===== src/ctrt_cfg.svh =====
// Purpose: shared sizing constants for the request/response tracker ends
// Assumes: one requester and one responder joined by ctrt_link_if
// Notes: defaults only; modules take them as parameter defaults, and CTRT_RST_STATE as the reset value
`ifndef CTRT_CFG_SVH
`define CTRT_CFG_SVH
`define CTRT_MAX_OUT 4
`define CTRT_TID_W 2
`define CTRT_ADDR_W 8
`define CTRT_DATA_W 32
`define CTRT_MEM_DEPTH 16
`define CTRT_RST_STATE '0
`endif


===== src/ctrt_pkg.sv =====
// Purpose: types shared by both ends of the tracker link
// Assumes: nothing beyond the cfg header
// Notes: enums carry explicit widths so they can cross ports
package ctrt_pkg;
   // request kinds; write_nr is the one kind that never gets an answer
   typedef enum logic [2:0] {
      ctrt_rq_read_home,
      ctrt_rq_read_owner,
      ctrt_rq_rfo_home,
      ctrt_rq_castout,
      ctrt_rq_write_nr
   } ctrt_req_e;
   // response codes as they travel on the link
   typedef enum logic [2:0] {
      ctrt_rs_done,
      ctrt_rs_interv,
      ctrt_rs_done_interv,
      ctrt_rs_data_only,
      ctrt_rs_not_owner,
      ctrt_rs_retry,
      ctrt_rs_error
   } ctrt_rsp_e;
   // how the requester reports an answer to its user
   typedef enum logic [1:0] {
      ctrt_cl_complete,
      ctrt_cl_interv,
      ctrt_cl_conflict,
      ctrt_cl_error
   } ctrt_class_e;
endpackage : ctrt_pkg


===== src/ctrt_link_if.sv =====
// Purpose: request and response channels between requester and responder
// Assumes: both ends on sys_clk, valid/ready handshakes
// Notes: a beat moves on a rising edge with valid and ready both high
`timescale 1ns/100ps
`include "ctrt_cfg.svh"
interface ctrt_link_if #(
   parameter int TID_W = `CTRT_TID_W,
   parameter int ADDR_W = `CTRT_ADDR_W,
   parameter int DATA_W = `CTRT_DATA_W
) (
   input wire logic sys_clk,
   input wire logic nrst
);
   logic req_valid;
   logic req_ready;
   ctrt_pkg::ctrt_req_e req_kind;
   logic [TID_W-1:0] req_tid;
   logic [ADDR_W-1:0] req_addr;
   logic [DATA_W-1:0] req_data;
   logic rsp_valid;
   logic rsp_ready;
   ctrt_pkg::ctrt_rsp_e rsp_code;
   logic [TID_W-1:0] rsp_tid;
   logic [DATA_W-1:0] rsp_data;

   modport requester (
      output req_valid, req_kind, req_tid, req_addr, req_data, rsp_ready,
      input req_ready, rsp_valid, rsp_code, rsp_tid, rsp_data
   );
   modport responder (
      input req_valid, req_kind, req_tid, req_addr, req_data, rsp_ready,
      output req_ready, rsp_valid, rsp_code, rsp_tid, rsp_data
   );
endinterface : ctrt_link_if


===== src/ctrt_requester.sv =====
// Purpose: requester end; tags requests with ids and matches answers
// Assumes: one responder on the link, user sides never stall results
// Notes: results and done pulses have no ready; the link input never stalls
`timescale 1ns/100ps
`include "ctrt_cfg.svh"
// Summary of operation
// - answers matched by id, any arrival order
// - no accepted request or matched answer is ever dropped; an unmatched answer only sets unmatched_err
// - response input accepted regardless of output backlog
// - castouts issued ahead of ordinary requests while an id is free; a posted write goes first when none is
// - peer work is requested and answered
// - home read answered with memory data
// - posted requests complete at once, no answer
// - done ends transaction, delivers read data
// - intervention codes only for element transfers
// - not-owner and retry reported as conflict
// - error answer reported as failed transaction
// - each answered request carries a unique id; posted requests carry id 0
// - id reused only after its answer
// - outstanding count bounded by parameter
module ctrt_requester #(
   parameter int MAX_OUT = `CTRT_MAX_OUT,
   parameter int TID_W = `CTRT_TID_W,
   parameter int ADDR_W = `CTRT_ADDR_W,
   parameter int DATA_W = `CTRT_DATA_W
) (
   input wire logic sys_clk,
   input wire logic nrst,
   ctrt_link_if.requester link,
   input wire logic cmd_valid,
   output logic cmd_ready,
   input wire ctrt_pkg::ctrt_req_e cmd_kind,
   input wire logic [ADDR_W-1:0] cmd_addr,
   input wire logic [DATA_W-1:0] cmd_data,
   input wire logic co_valid,
   output logic co_ready,
   input wire logic [ADDR_W-1:0] co_addr,
   input wire logic [DATA_W-1:0] co_data,
   output logic res_valid,
   output logic [TID_W-1:0] res_tid,
   output ctrt_pkg::ctrt_class_e res_class,
   output ctrt_pkg::ctrt_rsp_e res_code,
   output logic [DATA_W-1:0] res_data,
   output logic posted_done,
   output logic [MAX_OUT-1:0] busy_map,
   output logic unmatched_err,
   input wire logic unmatched_clr
);
   typedef struct packed {
      logic cmd_ready;
      logic co_ready;
      logic pc_v;
      ctrt_pkg::ctrt_req_e pc_kind;
      logic [ADDR_W-1:0] pc_addr;
      logic [DATA_W-1:0] pc_data;
      logic po_v;
      logic [ADDR_W-1:0] po_addr;
      logic [DATA_W-1:0] po_data;
      logic req_v;
      ctrt_pkg::ctrt_req_e req_kind;
      logic [TID_W-1:0] req_tid;
      logic [ADDR_W-1:0] req_addr;
      logic [DATA_W-1:0] req_data;
      logic [MAX_OUT-1:0] busy;
      logic [MAX_OUT-1:0] home;
      logic rsp_ready;
      logic res_v;
      logic [TID_W-1:0] res_tid;
      ctrt_pkg::ctrt_class_e res_class;
      ctrt_pkg::ctrt_rsp_e res_code;
      logic [DATA_W-1:0] res_data;
      logic posted_done;
      logic unmatched_err;
   } ctrt_req_state_s;

   ctrt_req_state_s q;
   ctrt_req_state_s d;

   // next state: answer intake, id pick, issue, then user intake
   always_comb begin
      logic have_free;
      logic [TID_W-1:0] free_tid;
      logic [TID_W-1:0] rt;
      d = q;
      have_free = 1'b0;
      free_tid = '0;
      rt = link.rsp_tid;
      d.res_v = 1'b0;
      d.posted_done = 1'b0;
      // clear first so a same-cycle unmatched answer still sets the flag
      if (unmatched_clr) begin
         d.unmatched_err = 1'b0;
      end
      if (q.req_v && link.req_ready) begin
         d.req_v = 1'b0;
      end
      // answers are always taken; lookup is by id alone
      if (link.rsp_valid && q.rsp_ready) begin
         if (int'(rt) < MAX_OUT && q.busy[rt]) begin
            d.busy[rt] = 1'b0;
            d.res_v = 1'b1;
            d.res_tid = rt;
            d.res_code = link.rsp_code;
            d.res_data = link.rsp_data;
            case (link.rsp_code)
               ctrt_pkg::ctrt_rs_done: begin
                  d.res_class = ctrt_pkg::ctrt_cl_complete;
               end
               ctrt_pkg::ctrt_rs_interv, ctrt_pkg::ctrt_rs_done_interv, ctrt_pkg::ctrt_rs_data_only: begin
                  // intervention from home memory is a protocol fault
                  d.res_class = q.home[rt] ? ctrt_pkg::ctrt_cl_error : ctrt_pkg::ctrt_cl_interv;
               end
               ctrt_pkg::ctrt_rs_not_owner, ctrt_pkg::ctrt_rs_retry: begin
                  d.res_class = ctrt_pkg::ctrt_cl_conflict;
               end
               default: begin
                  d.res_class = ctrt_pkg::ctrt_cl_error;
               end
            endcase
         end else begin
            d.unmatched_err = 1'b1;
         end
      end
      // lowest free id within the configured pool
      for (int i = MAX_OUT - 1; i >= 0; i--) begin
         if (!d.busy[i]) begin
            have_free = 1'b1;
            free_tid = TID_W'(i);
         end
      end
      // castout wins the output slot over a waiting command when an id is free; otherwise a posted command goes
      if (!d.req_v) begin
         if (q.po_v && have_free) begin
            d.po_v = 1'b0;
            d.req_v = 1'b1;
            d.req_kind = ctrt_pkg::ctrt_rq_castout;
            d.req_tid = free_tid;
            d.req_addr = q.po_addr;
            d.req_data = q.po_data;
            d.busy[free_tid] = 1'b1;
            d.home[free_tid] = 1'b1;
         end else if (q.pc_v && q.pc_kind == ctrt_pkg::ctrt_rq_write_nr) begin
            // posted kind: no id held, done as soon as it is sent
            d.pc_v = 1'b0;
            d.req_v = 1'b1;
            d.req_kind = q.pc_kind;
            d.req_tid = '0;
            d.req_addr = q.pc_addr;
            d.req_data = q.pc_data;
            d.posted_done = 1'b1;
         end else if (q.pc_v && have_free) begin
            d.pc_v = 1'b0;
            d.req_v = 1'b1;
            d.req_kind = q.pc_kind;
            d.req_tid = free_tid;
            d.req_addr = q.pc_addr;
            d.req_data = q.pc_data;
            d.busy[free_tid] = 1'b1;
            d.home[free_tid] = (q.pc_kind != ctrt_pkg::ctrt_rq_read_owner);
         end
      end
      // user intake into one holding slot per source; never overwritten
      if (cmd_valid && q.cmd_ready) begin
         d.pc_v = 1'b1;
         d.pc_kind = cmd_kind;
         d.pc_addr = cmd_addr;
         d.pc_data = cmd_data;
      end
      if (co_valid && q.co_ready) begin
         d.po_v = 1'b1;
         d.po_addr = co_addr;
         d.po_data = co_data;
      end
      d.cmd_ready = !d.pc_v;
      d.co_ready = !d.po_v;
      // answer intake has no dependency on the request output
      d.rsp_ready = 1'b1;
   end

   // state register; every output below is a field of q
   always_ff @(posedge sys_clk or negedge nrst) begin
      if (!nrst) begin
         q <= `CTRT_RST_STATE;
      end else begin
         q <= d;
      end
   end

   assign link.req_valid = q.req_v;
   assign link.req_kind = q.req_kind;
   assign link.req_tid = q.req_tid;
   assign link.req_addr = q.req_addr;
   assign link.req_data = q.req_data;
   assign link.rsp_ready = q.rsp_ready;
   assign cmd_ready = q.cmd_ready;
   assign co_ready = q.co_ready;
   assign res_valid = q.res_v;
   assign res_tid = q.res_tid;
   assign res_class = q.res_class;
   assign res_code = q.res_code;
   assign res_data = q.res_data;
   assign posted_done = q.posted_done;
   assign busy_map = q.busy;
   assign unmatched_err = q.unmatched_err;
endmodule : ctrt_requester


===== src/flat_wrapper.sv =====
// flat-port wrapper written by rule: the top's interface ports become plain ports
module ctrt_requester_flat 
#(
   parameter int MAX_OUT = `CTRT_MAX_OUT,
   parameter int TID_W = `CTRT_TID_W,
   parameter int ADDR_W = `CTRT_ADDR_W,
   parameter int DATA_W = `CTRT_DATA_W
)
  (sys_clk, nrst, cmd_valid, cmd_ready, cmd_kind, cmd_addr, cmd_data, co_valid, co_ready, co_addr, co_data, res_valid, res_tid, res_class, res_code, res_data, posted_done, busy_map, unmatched_err, unmatched_clr, link_req_valid, link_req_kind, link_req_tid, link_req_addr, link_req_data, link_rsp_ready, link_req_ready, link_rsp_valid, link_rsp_code, link_rsp_tid, link_rsp_data);
  ctrt_link_if #(.TID_W(TID_W), .ADDR_W(ADDR_W), .DATA_W(DATA_W)) link_i (.sys_clk(sys_clk), .nrst(nrst));
  input wire logic sys_clk;
  input wire logic nrst;
  input wire logic cmd_valid;
  output logic cmd_ready;
  input wire ctrt_pkg::ctrt_req_e cmd_kind;
  input wire logic [ADDR_W-1:0] cmd_addr;
  input wire logic [DATA_W-1:0] cmd_data;
  input wire logic co_valid;
  output logic co_ready;
  input wire logic [ADDR_W-1:0] co_addr;
  input wire logic [DATA_W-1:0] co_data;
  output logic res_valid;
  output logic [TID_W-1:0] res_tid;
  output ctrt_pkg::ctrt_class_e res_class;
  output ctrt_pkg::ctrt_rsp_e res_code;
  output logic [DATA_W-1:0] res_data;
  output logic posted_done;
  output logic [MAX_OUT-1:0] busy_map;
  output logic unmatched_err;
  input wire logic unmatched_clr;
  output wire logic [$bits(link_i.req_valid)-1:0] link_req_valid;
  output wire logic [$bits(link_i.req_kind)-1:0] link_req_kind;
  output wire logic [$bits(link_i.req_tid)-1:0] link_req_tid;
  output wire logic [$bits(link_i.req_addr)-1:0] link_req_addr;
  output wire logic [$bits(link_i.req_data)-1:0] link_req_data;
  output wire logic [$bits(link_i.rsp_ready)-1:0] link_rsp_ready;
  input wire logic [$bits(link_i.req_ready)-1:0] link_req_ready;
  input wire logic [$bits(link_i.rsp_valid)-1:0] link_rsp_valid;
  input wire logic [$bits(link_i.rsp_code)-1:0] link_rsp_code;
  input wire logic [$bits(link_i.rsp_tid)-1:0] link_rsp_tid;
  input wire logic [$bits(link_i.rsp_data)-1:0] link_rsp_data;
  assign link_req_valid = link_i.req_valid;
  assign link_req_kind = link_i.req_kind;
  assign link_req_tid = link_i.req_tid;
  assign link_req_addr = link_i.req_addr;
  assign link_req_data = link_i.req_data;
  assign link_rsp_ready = link_i.rsp_ready;
  assign link_i.req_ready = link_req_ready;
  assign link_i.rsp_valid = link_rsp_valid;
  assign link_i.rsp_code = link_rsp_code;
  assign link_i.rsp_tid = link_rsp_tid;
  assign link_i.rsp_data = link_rsp_data;
  ctrt_requester #(.MAX_OUT(MAX_OUT), .TID_W(TID_W), .ADDR_W(ADDR_W), .DATA_W(DATA_W)) u_core (.sys_clk(sys_clk), .nrst(nrst), .link(link_i), .cmd_valid(cmd_valid), .cmd_ready(cmd_ready), .cmd_kind(cmd_kind), .cmd_addr(cmd_addr), .cmd_data(cmd_data), .co_valid(co_valid), .co_ready(co_ready), .co_addr(co_addr), .co_data(co_data), .res_valid(res_valid), .res_tid(res_tid), .res_class(res_class), .res_code(res_code), .res_data(res_data), .posted_done(posted_done), .busy_map(busy_map), .unmatched_err(unmatched_err), .unmatched_clr(unmatched_clr));
endmodule

===== config.mk =====
export PLATFORM = sky130hd
export DESIGN_NAME = ctrt_requester_flat
export DESIGN_NICKNAME = d
export VERILOG_FILES = /design/src/ctrt_pkg.sv /design/src/ctrt_link_if.sv /design/src/ctrt_requester.sv /design/src/flat_wrapper.sv
export VERILOG_INCLUDE_DIRS = /design/src
export SDC_FILE = /design/constraint.sdc
export NUM_CORES = 1
export LEC_CHECK = 0
export BUFFER_PORTS_ARGS = -buffer_cell sky130_fd_sc_hd__buf_2
export CORE_MARGIN = 2
export CORE_UTILIZATION = 47
export CTS_CLUSTER_SIZE = 20
export DETAILED_ROUTE_END_ITERATION = 12
export GPL_TIMING_DRIVEN = 0
export PLACE_DENSITY_LB_ADDON = 0.12
export SLEW_MARGIN = 20
export SYNTH_ARGS = -nofsm -noshare
export SYNTH_HDL_FRONTEND = slang
export SYNTH_SLANG_ARGS = --single-unit

===== constraint.sdc =====
create_clock -name sys_clk -period 1.6 [get_ports sys_clk]
set_input_delay 0 -clock sys_clk [delete_from_list [all_inputs] [get_ports sys_clk]]
set_output_delay 0 -clock sys_clk [all_outputs]
set_load 0.005 [all_outputs]

# Yosys cells after proc, flatten, opt, wreduce, memory -nomap -nowiden

Index checks and enable logic that the tools add are counted.

Register bits after elaboration: 184
Input port bits: 127
Output and inout port bits: 95
Logic and storage cells: 103

Order comparisons: 4
Equal/unequal tests: 8
Multiplexer cells: 43
Bitwise operators: 5
Reductions and logical operators: 19

Operators by type and width:

| kind                                                        | number |
|---|---|
| 2-to-1 mux 54 bit                                           | 3 |
| 2-to-1 mux 40 bit                                           | 2 |
| 2-to-1 mux 46 bit                                           | 1 |
| 2-to-1 mux 44 bit                                           | 1 |
| 2-to-1 mux 41 bit                                           | 1 |
| 2-to-1 mux 1 bit                                            | 21 |
| 2-to-1 mux 2 bit                                            | 5 |
| equality test 3 bit (second input constant)                 | 3 |
| logical AND 1 bit                                           | 9 |
| 2-to-1 mux 4 bit                                            | 2 |
| 2-to-1 mux 8 bit                                            | 1 |
| OR 4 bit                                                    | 2 |
| equality test 3 x 2 -> 1 bit (second input constant)        | 2 |
| less-than comparator 2 x 3 -> 1 bit (second input constant) | 2 |
| one-hot mux 2 bit (3 select lines)                          | 1 |
| AND 4 bit                                                   | 1 |
| binary-select mux 1 bit (select 2 bit)                      | 2 |
| bitwise mux 4 bit                                           | 1 |
| demux 1 bit (select 2 bit)                                  | 2 |
| >= comparator 2 x 1 -> 1 bit (second input constant)        | 2 |
| NOT 4 bit                                                   | 1 |
| AND reduction 2 bit                                         | 2 |
| equality test 3 x 1 -> 1 bit (second input constant)        | 1 |
| zero test 3 bit                                             | 1 |
| 9 further kinds                                             | 10 |

# Logic depth before layout (Yosys ltp)

Depth after elaboration: 21
Depth in mapped cells: 8
Mapped depth without buffers: 5

# Worst setup path after synthesis

No wires, ideal clock.

Path kind: reg-to-reg
From: register u_core.q (netlist bit u_core.link.rsp_ready)
To: register u_core.q (netlist bit u_core.link.req_addr[0])
Library setup time: 0.127 ns
Arrival time: 1.533 ns
Required time: 1.473 ns
Path slack: -0.060 ns
Cell stages (with the launch flop): 8
Path buffers: 2
Clock period less this slack: 1.660 ns
Cells stage by stage: dfrtp_1 -> and2_1 -> buf_4 -> nor3_4 -> nor3b_4 -> buf_6 -> a222oi_1 -> inv_1

Word-level cells in the longest chain between the ends: 9
Elaborated cells between the ends (all ways): 11
Those cells by class: 6 x mux; 5 x reduce/logical

RTL lines:

| item                                 | line                                         | text |
|---|---|---|
| from (decl)                          | ctrt_requester.sv:76                         | `ctrt_req_state_s q;` |
| from (signal assigned)               | ctrt_requester.sv:183                        | `` q <= `CTRT_RST_STATE; `` |
| logical AND 1 bit *                  | ctrt_requester.sv:98                         | `if (link.rsp_valid && q.rsp_ready) begin` |
| 2-to-1 mux 4 bit *                   | ctrt_requester.sv:98                         |  |
| 2-to-1 mux 1 bit (3 in a row)        | ctrt_requester.sv:126                        | `if (!d.busy[i]) begin` |
| 2-to-1 mux 1 bit *                   | ctrt_requester.sv:126                        |  |
| logical AND 1 bit (on tied branches) | ctrt_requester.sv:151, ctrt_requester.sv:133 |  |
| nonzero test 3 bit (no line)         | --                                           |  |
| AND reduction 2 bit (no line)        | --                                           |  |

Every way passes the cells marked *; elsewhere a longest branch is shown, timed or not.
A chain may end at the register's enable or synchronous reset.

# Worst setup path in the final report

From: register u_core.q[180] (netlist name)
To: register u_core.q (netlist bit u_core.link.req_data[22])

Word-level cells in the longest chain between the ends: 4
Elaborated cells between the ends (all ways): 6
Those cells by class: 1 x eq/ne; 2 x mux; 3 x reduce/logical

RTL lines:

| item                                                                      | line                  | text |
|---|---|---|
| equality test 3 bit *                                                     | ctrt_requester.sv:142 | `end else if (q.pc_v && q.pc_kind == ctrt_pkg::ctrt_rq_write_nr) begin` |
| logical AND 1 bit *                                                       | ctrt_requester.sv:142 |  |
| nonzero test 3 bit (no line) / 2-to-1 mux 46 bit (equally long branches)  | --                    |  |
| AND reduction 2 bit (no line) / 2-to-1 mux 54 bit (equally long branches) | --                    |  |

Marked as above.

==> impl_metrics.env <==
export IMPL_status="finished, violations left"
export IMPL_failed_checks="negative setup slack"
export IMPL_worst_path_max_fanout=5
export IMPL_layout_setup_ws_ps=-251
export IMPL_drt_vias_per_instance=4.99
export IMPL_worstHoldPathType="in2reg"
export IMPL_synth_edff_count=0
export IMPL_final_layout_size_suffix_gt1_share_pct=52.6
export IMPL_core_area_mm2=0.0165
export IMPL_critical_path_class="reg2reg"
export IMPL_finalCoreUtilization_pct=72.4
export IMPL_cts_buffers_inserted=17
export IMPL_crit_start="u_core.q[180]"
export IMPL_power_density_mw_per_mm2=1890
export IMPL_ys_seq_elements=184
export IMPL_setup_violations_final=87
export IMPL_fmax_ghz=0.540
export IMPL_port_buffer_count=220
export IMPL_irDropWorstVdd_uv=1190
export IMPL_synthesis_nets=787
export IMPL_cts_max_level=4
export IMPL_post_synth_inst_count=660
export IMPL_pnr_total_power_uw=22600
export IMPL_layout_cell_area_non_filler_mm2=0.0120
export IMPL_antenna_diode_count=0
export IMPL_yosys_most_used_dff="sky130_fd_sc_hd__dfrtp_1"
export IMPL_async_flop_share_pct=100
export IMPL_clock_path_buffers=2
export IMPL_gr_total_overflow=0
export IMPL_dp_final_hpwl_um=13700
export IMPL_synth_top_area_share_pct=58.0
export IMPL_worst_pin_slew_ps=645
export IMPL_antenna_left=0
export IMPL_yosysUniqueCellTypes=41
export IMPL_grt_first_pass_wirelength_um=35100
export IMPL_biggest_area_consumer_among_synthesized_cells="sky130_fd_sc_hd__dfrtp_1"
export IMPL_cp_slowest_cell="sky130_fd_sc_hd__dfrtp_1"
export IMPL_number_of_max_capacitance_violations_reported=0
export IMPL_timing_critical_path_from_type="flip-flop"
export IMPL_die_w_um=134
export IMPL_post_route_drc_count=0
export IMPL_max_stage_delay_ps=380
export IMPL_finClkSkew_ps=9.62
export IMPL_area_growth_pct=50.8
export IMPL_number_of_antenna_violations_at_the_first_check_in_global_routing=0
export IMPL_fin_crit_ps=1850
export IMPL_syn_cell_area_mm2=0.00793
export IMPL_drt_first_iter_violations=409
export IMPL_crit_chain="nor3b_4 -> buf_6 -> nor3_4 -> nor3b_4 -> buf_6 -> buf_8 -> a222oi_1 -> inv_1"
export IMPL_global_route_usage_total_pct=25.1
export IMPL_timing_critical_path_arrival_ps=2150
export IMPL_post_detailed_placement_cell_area_mm2=0.00937
export IMPL_critPathCaptureType="flip-flop"
export IMPL_num_vias=6449
export IMPL_cts_sinks=184
export IMPL_clockRootBuffer="sky130_fd_sc_hd__clkbuf_16"
export IMPL_dieArea_mm2=0.0179
export IMPL_first_pass_iters=8
export IMPL_clock_latency_ps=420
export IMPL_relSlewSlack_pct=57.0
export IMPL_grt_setup_unrepaired="true"
export IMPL_grt_start_max_net_pins=103
export IMPL_syn_avg_cell_area_um2=12.0
export IMPL_initial_cell_density_of_the_core_pct=48.0
export IMPL_synth_yosys_warnings=0
export IMPL_hold_start="link_rsp_valid"
export IMPL_num_io_pins=222
export IMPL_fill_cells=1127
export IMPL_drt_wl_total_um=22200
export IMPL_critPathBufInv=4
export IMPL_cts_tree="done"
export IMPL_register_area_share_after_synthesis_pct=58.0
export IMPL_nets_finish=1188
export IMPL_globalplace_congestion=0.815
export IMPL_number_of_placement_rows=47
export IMPL_die_y_um=134
export IMPL_detail_route_wl_per_cell_um=17.1
export IMPL_number_of_global_route_vias_before_repair=6972
export IMPL_cell_types_with_the_largest_area_share_after_synthesis="sky130_fd_sc_hd__dfrtp_1 (58%), sky130_fd_sc_hd__mux2_2 (12%), sky130_fd_sc_hd__buf_4 (8.7%)"
export IMPL_worst_path_dominant_cell_family="simple AND/OR/NAND/NOR gates"
export IMPL_report_final_slew_viol_count=0
export IMPL_r2r_start="u_core.q[180]"
export IMPL_finalCritPeriodShare_pct=116
export IMPL_finalHoldViolCount=0
export IMPL_total_leakage_power_uw=0.00608
export IMPL_critPathRequiredTime_ps=1900
export IMPL_clock_transition_time_at_the_flip_flop_clock_pins_of_the_worst_setup_and_hold_paths_ps=70
-- cells by family after synthesis --
| logic type | share of synthesized area, % |
|---|---|
| mux | 12.8 |
| simple gates | 8.33 |
| flops | 58.0 |
| buf+inv | 12.9 |
| compound gates | 7.89 |
| other cells | 0.0473 |
-- worst min-delay path, cell delays in order --
cell                       delay [ps]
sky130_fd_sc_hd__buf_2            130
sky130_fd_sc_hd__nand3b_4         120
sky130_fd_sc_hd__nor3_1            50
sky130_fd_sc_hd__a21oi_1          100
-- synth_stat cells, types with 4 or more instances --
master	n
sky130_fd_sc_hd__dfrtp_1	184
sky130_fd_sc_hd__nand2_1	120
sky130_fd_sc_hd__buf_4	92
sky130_fd_sc_hd__mux2_2	86
sky130_fd_sc_hd__inv_1	45
sky130_fd_sc_hd__a222oi_1	40
sky130_fd_sc_hd__buf_2	13
sky130_fd_sc_hd__o21ai_0	12
sky130_fd_sc_hd__a21oi_1	9
sky130_fd_sc_hd__buf_6	6
sky130_fd_sc_hd__buf_1	4
sky130_fd_sc_hd__clkbuf_1	4
-- power by group --
part	total (uW)	internal, uW	switching (uW)
clock	4870	3100	1760
combinational	9600	5420	4170
sequential	8170	6860	1310
-- through the flow --
step / setup TNS [ps] / hold WS [ps] / worst slack (ps) / cells
finish: -11070 / 29.7 / -251 / 1293
floorplan: -554 / -296 / -14.9 / 660
CTS: -8750 / 39.6 / -251 / 1288
detailed placement: -30090 / 26.4 / -371 / 1101
global route: -17280 / 13.8 / -331 / 1293
global placement: -435680 / 189 / -2250 / 1100
-- state kept, by name, summed over array words and instances (netlist names), 2 cells and up --
name / count
u_core.res_data: 32
u_core.res_tid: 2
u_core.link.req_addr: 8
u_core.res_class: 2
u_core.res_code: 3
u_core.link.req_kind: 3
u_core.link.req_tid: 2
u_core.busy_map: 4
u_core.link.req_data: 32
u_core.q: 89
-- placed cells by master (no fill, tap or decap), drive strengths merged, types with 2 or more instances in the layout --
master       netlist  final
nand3              3      3
dfrtp            184    184
nor3               3      3
clkbuf             4     25
a21oi              9      9
dlygate4sd3        0    123
nor4               2      2
clkinv             0      2
mux4               2      2
bufinv             0      6
buf              115    374
and2               3      3
nand2b             2      2
nor3b              2      2
a31oi              2      2
o31ai              2      2
nand2            121    121
nand3b             2      2
a222oi            40     40
nor2b              2      2
o21ai             14     14
nor2               2      2
mux2              86     86
inv               46     47
a21o               3      3
-- path summary, 6_finish.rpt --
kind                                       endpoint  slack (ps)  cells past startpoint
setup reg to reg           u_core.link.req_data[22]        -250                      8
setup / recovery           u_core.link.req_data[22]        -250                      8
max in group asynchronous       u_core.res_data[30]         520                      3
min in group asynchronous  u_core.link.req_data[25]         140                      2
hold / removal                   u_core.busy_map[1]          30                      4
hold reg to reg                 u_core.res_data[28]         470                      2
-- layout make-up --
class                   count  area (um2)  area share (%)
plain buffers             119         945            7.90
clock buffers              21         480            4.02
clock inverters            10         214            1.79
inverters                  46         180            1.51
multi-input cells         311        2520            21.1
flip-flops and latches    184        4610            38.6
well taps                 220         275            2.30
repair buffers            382        2740            22.9
-- routing by layer --
layer / global-route usage [%] / share of wire, % / vias up / routed length (um)
li1: - / - / 2983 / -
met5: 0 / 0 / - / 0
met1: 29.9 / 40 / 3216 / 8900
met4: 6.80 / 1.8 / 0 / 397
met3: 6.95 / 6.3 / 31 / 1390
met2: 44.7 / 52 / 219 / 11500
-- repair_timing --
action	4_1_cts	5_1_grt
pin swaps	57	12
endpoints found under the hold margin	207	0
hold buffers	123	0
gates cloned	4	0
gates resized for setup	110	18
setup buffers	29	7
setup endpoints to repair	166	89
No activity file was read; power rests on OpenSTA's default activity.
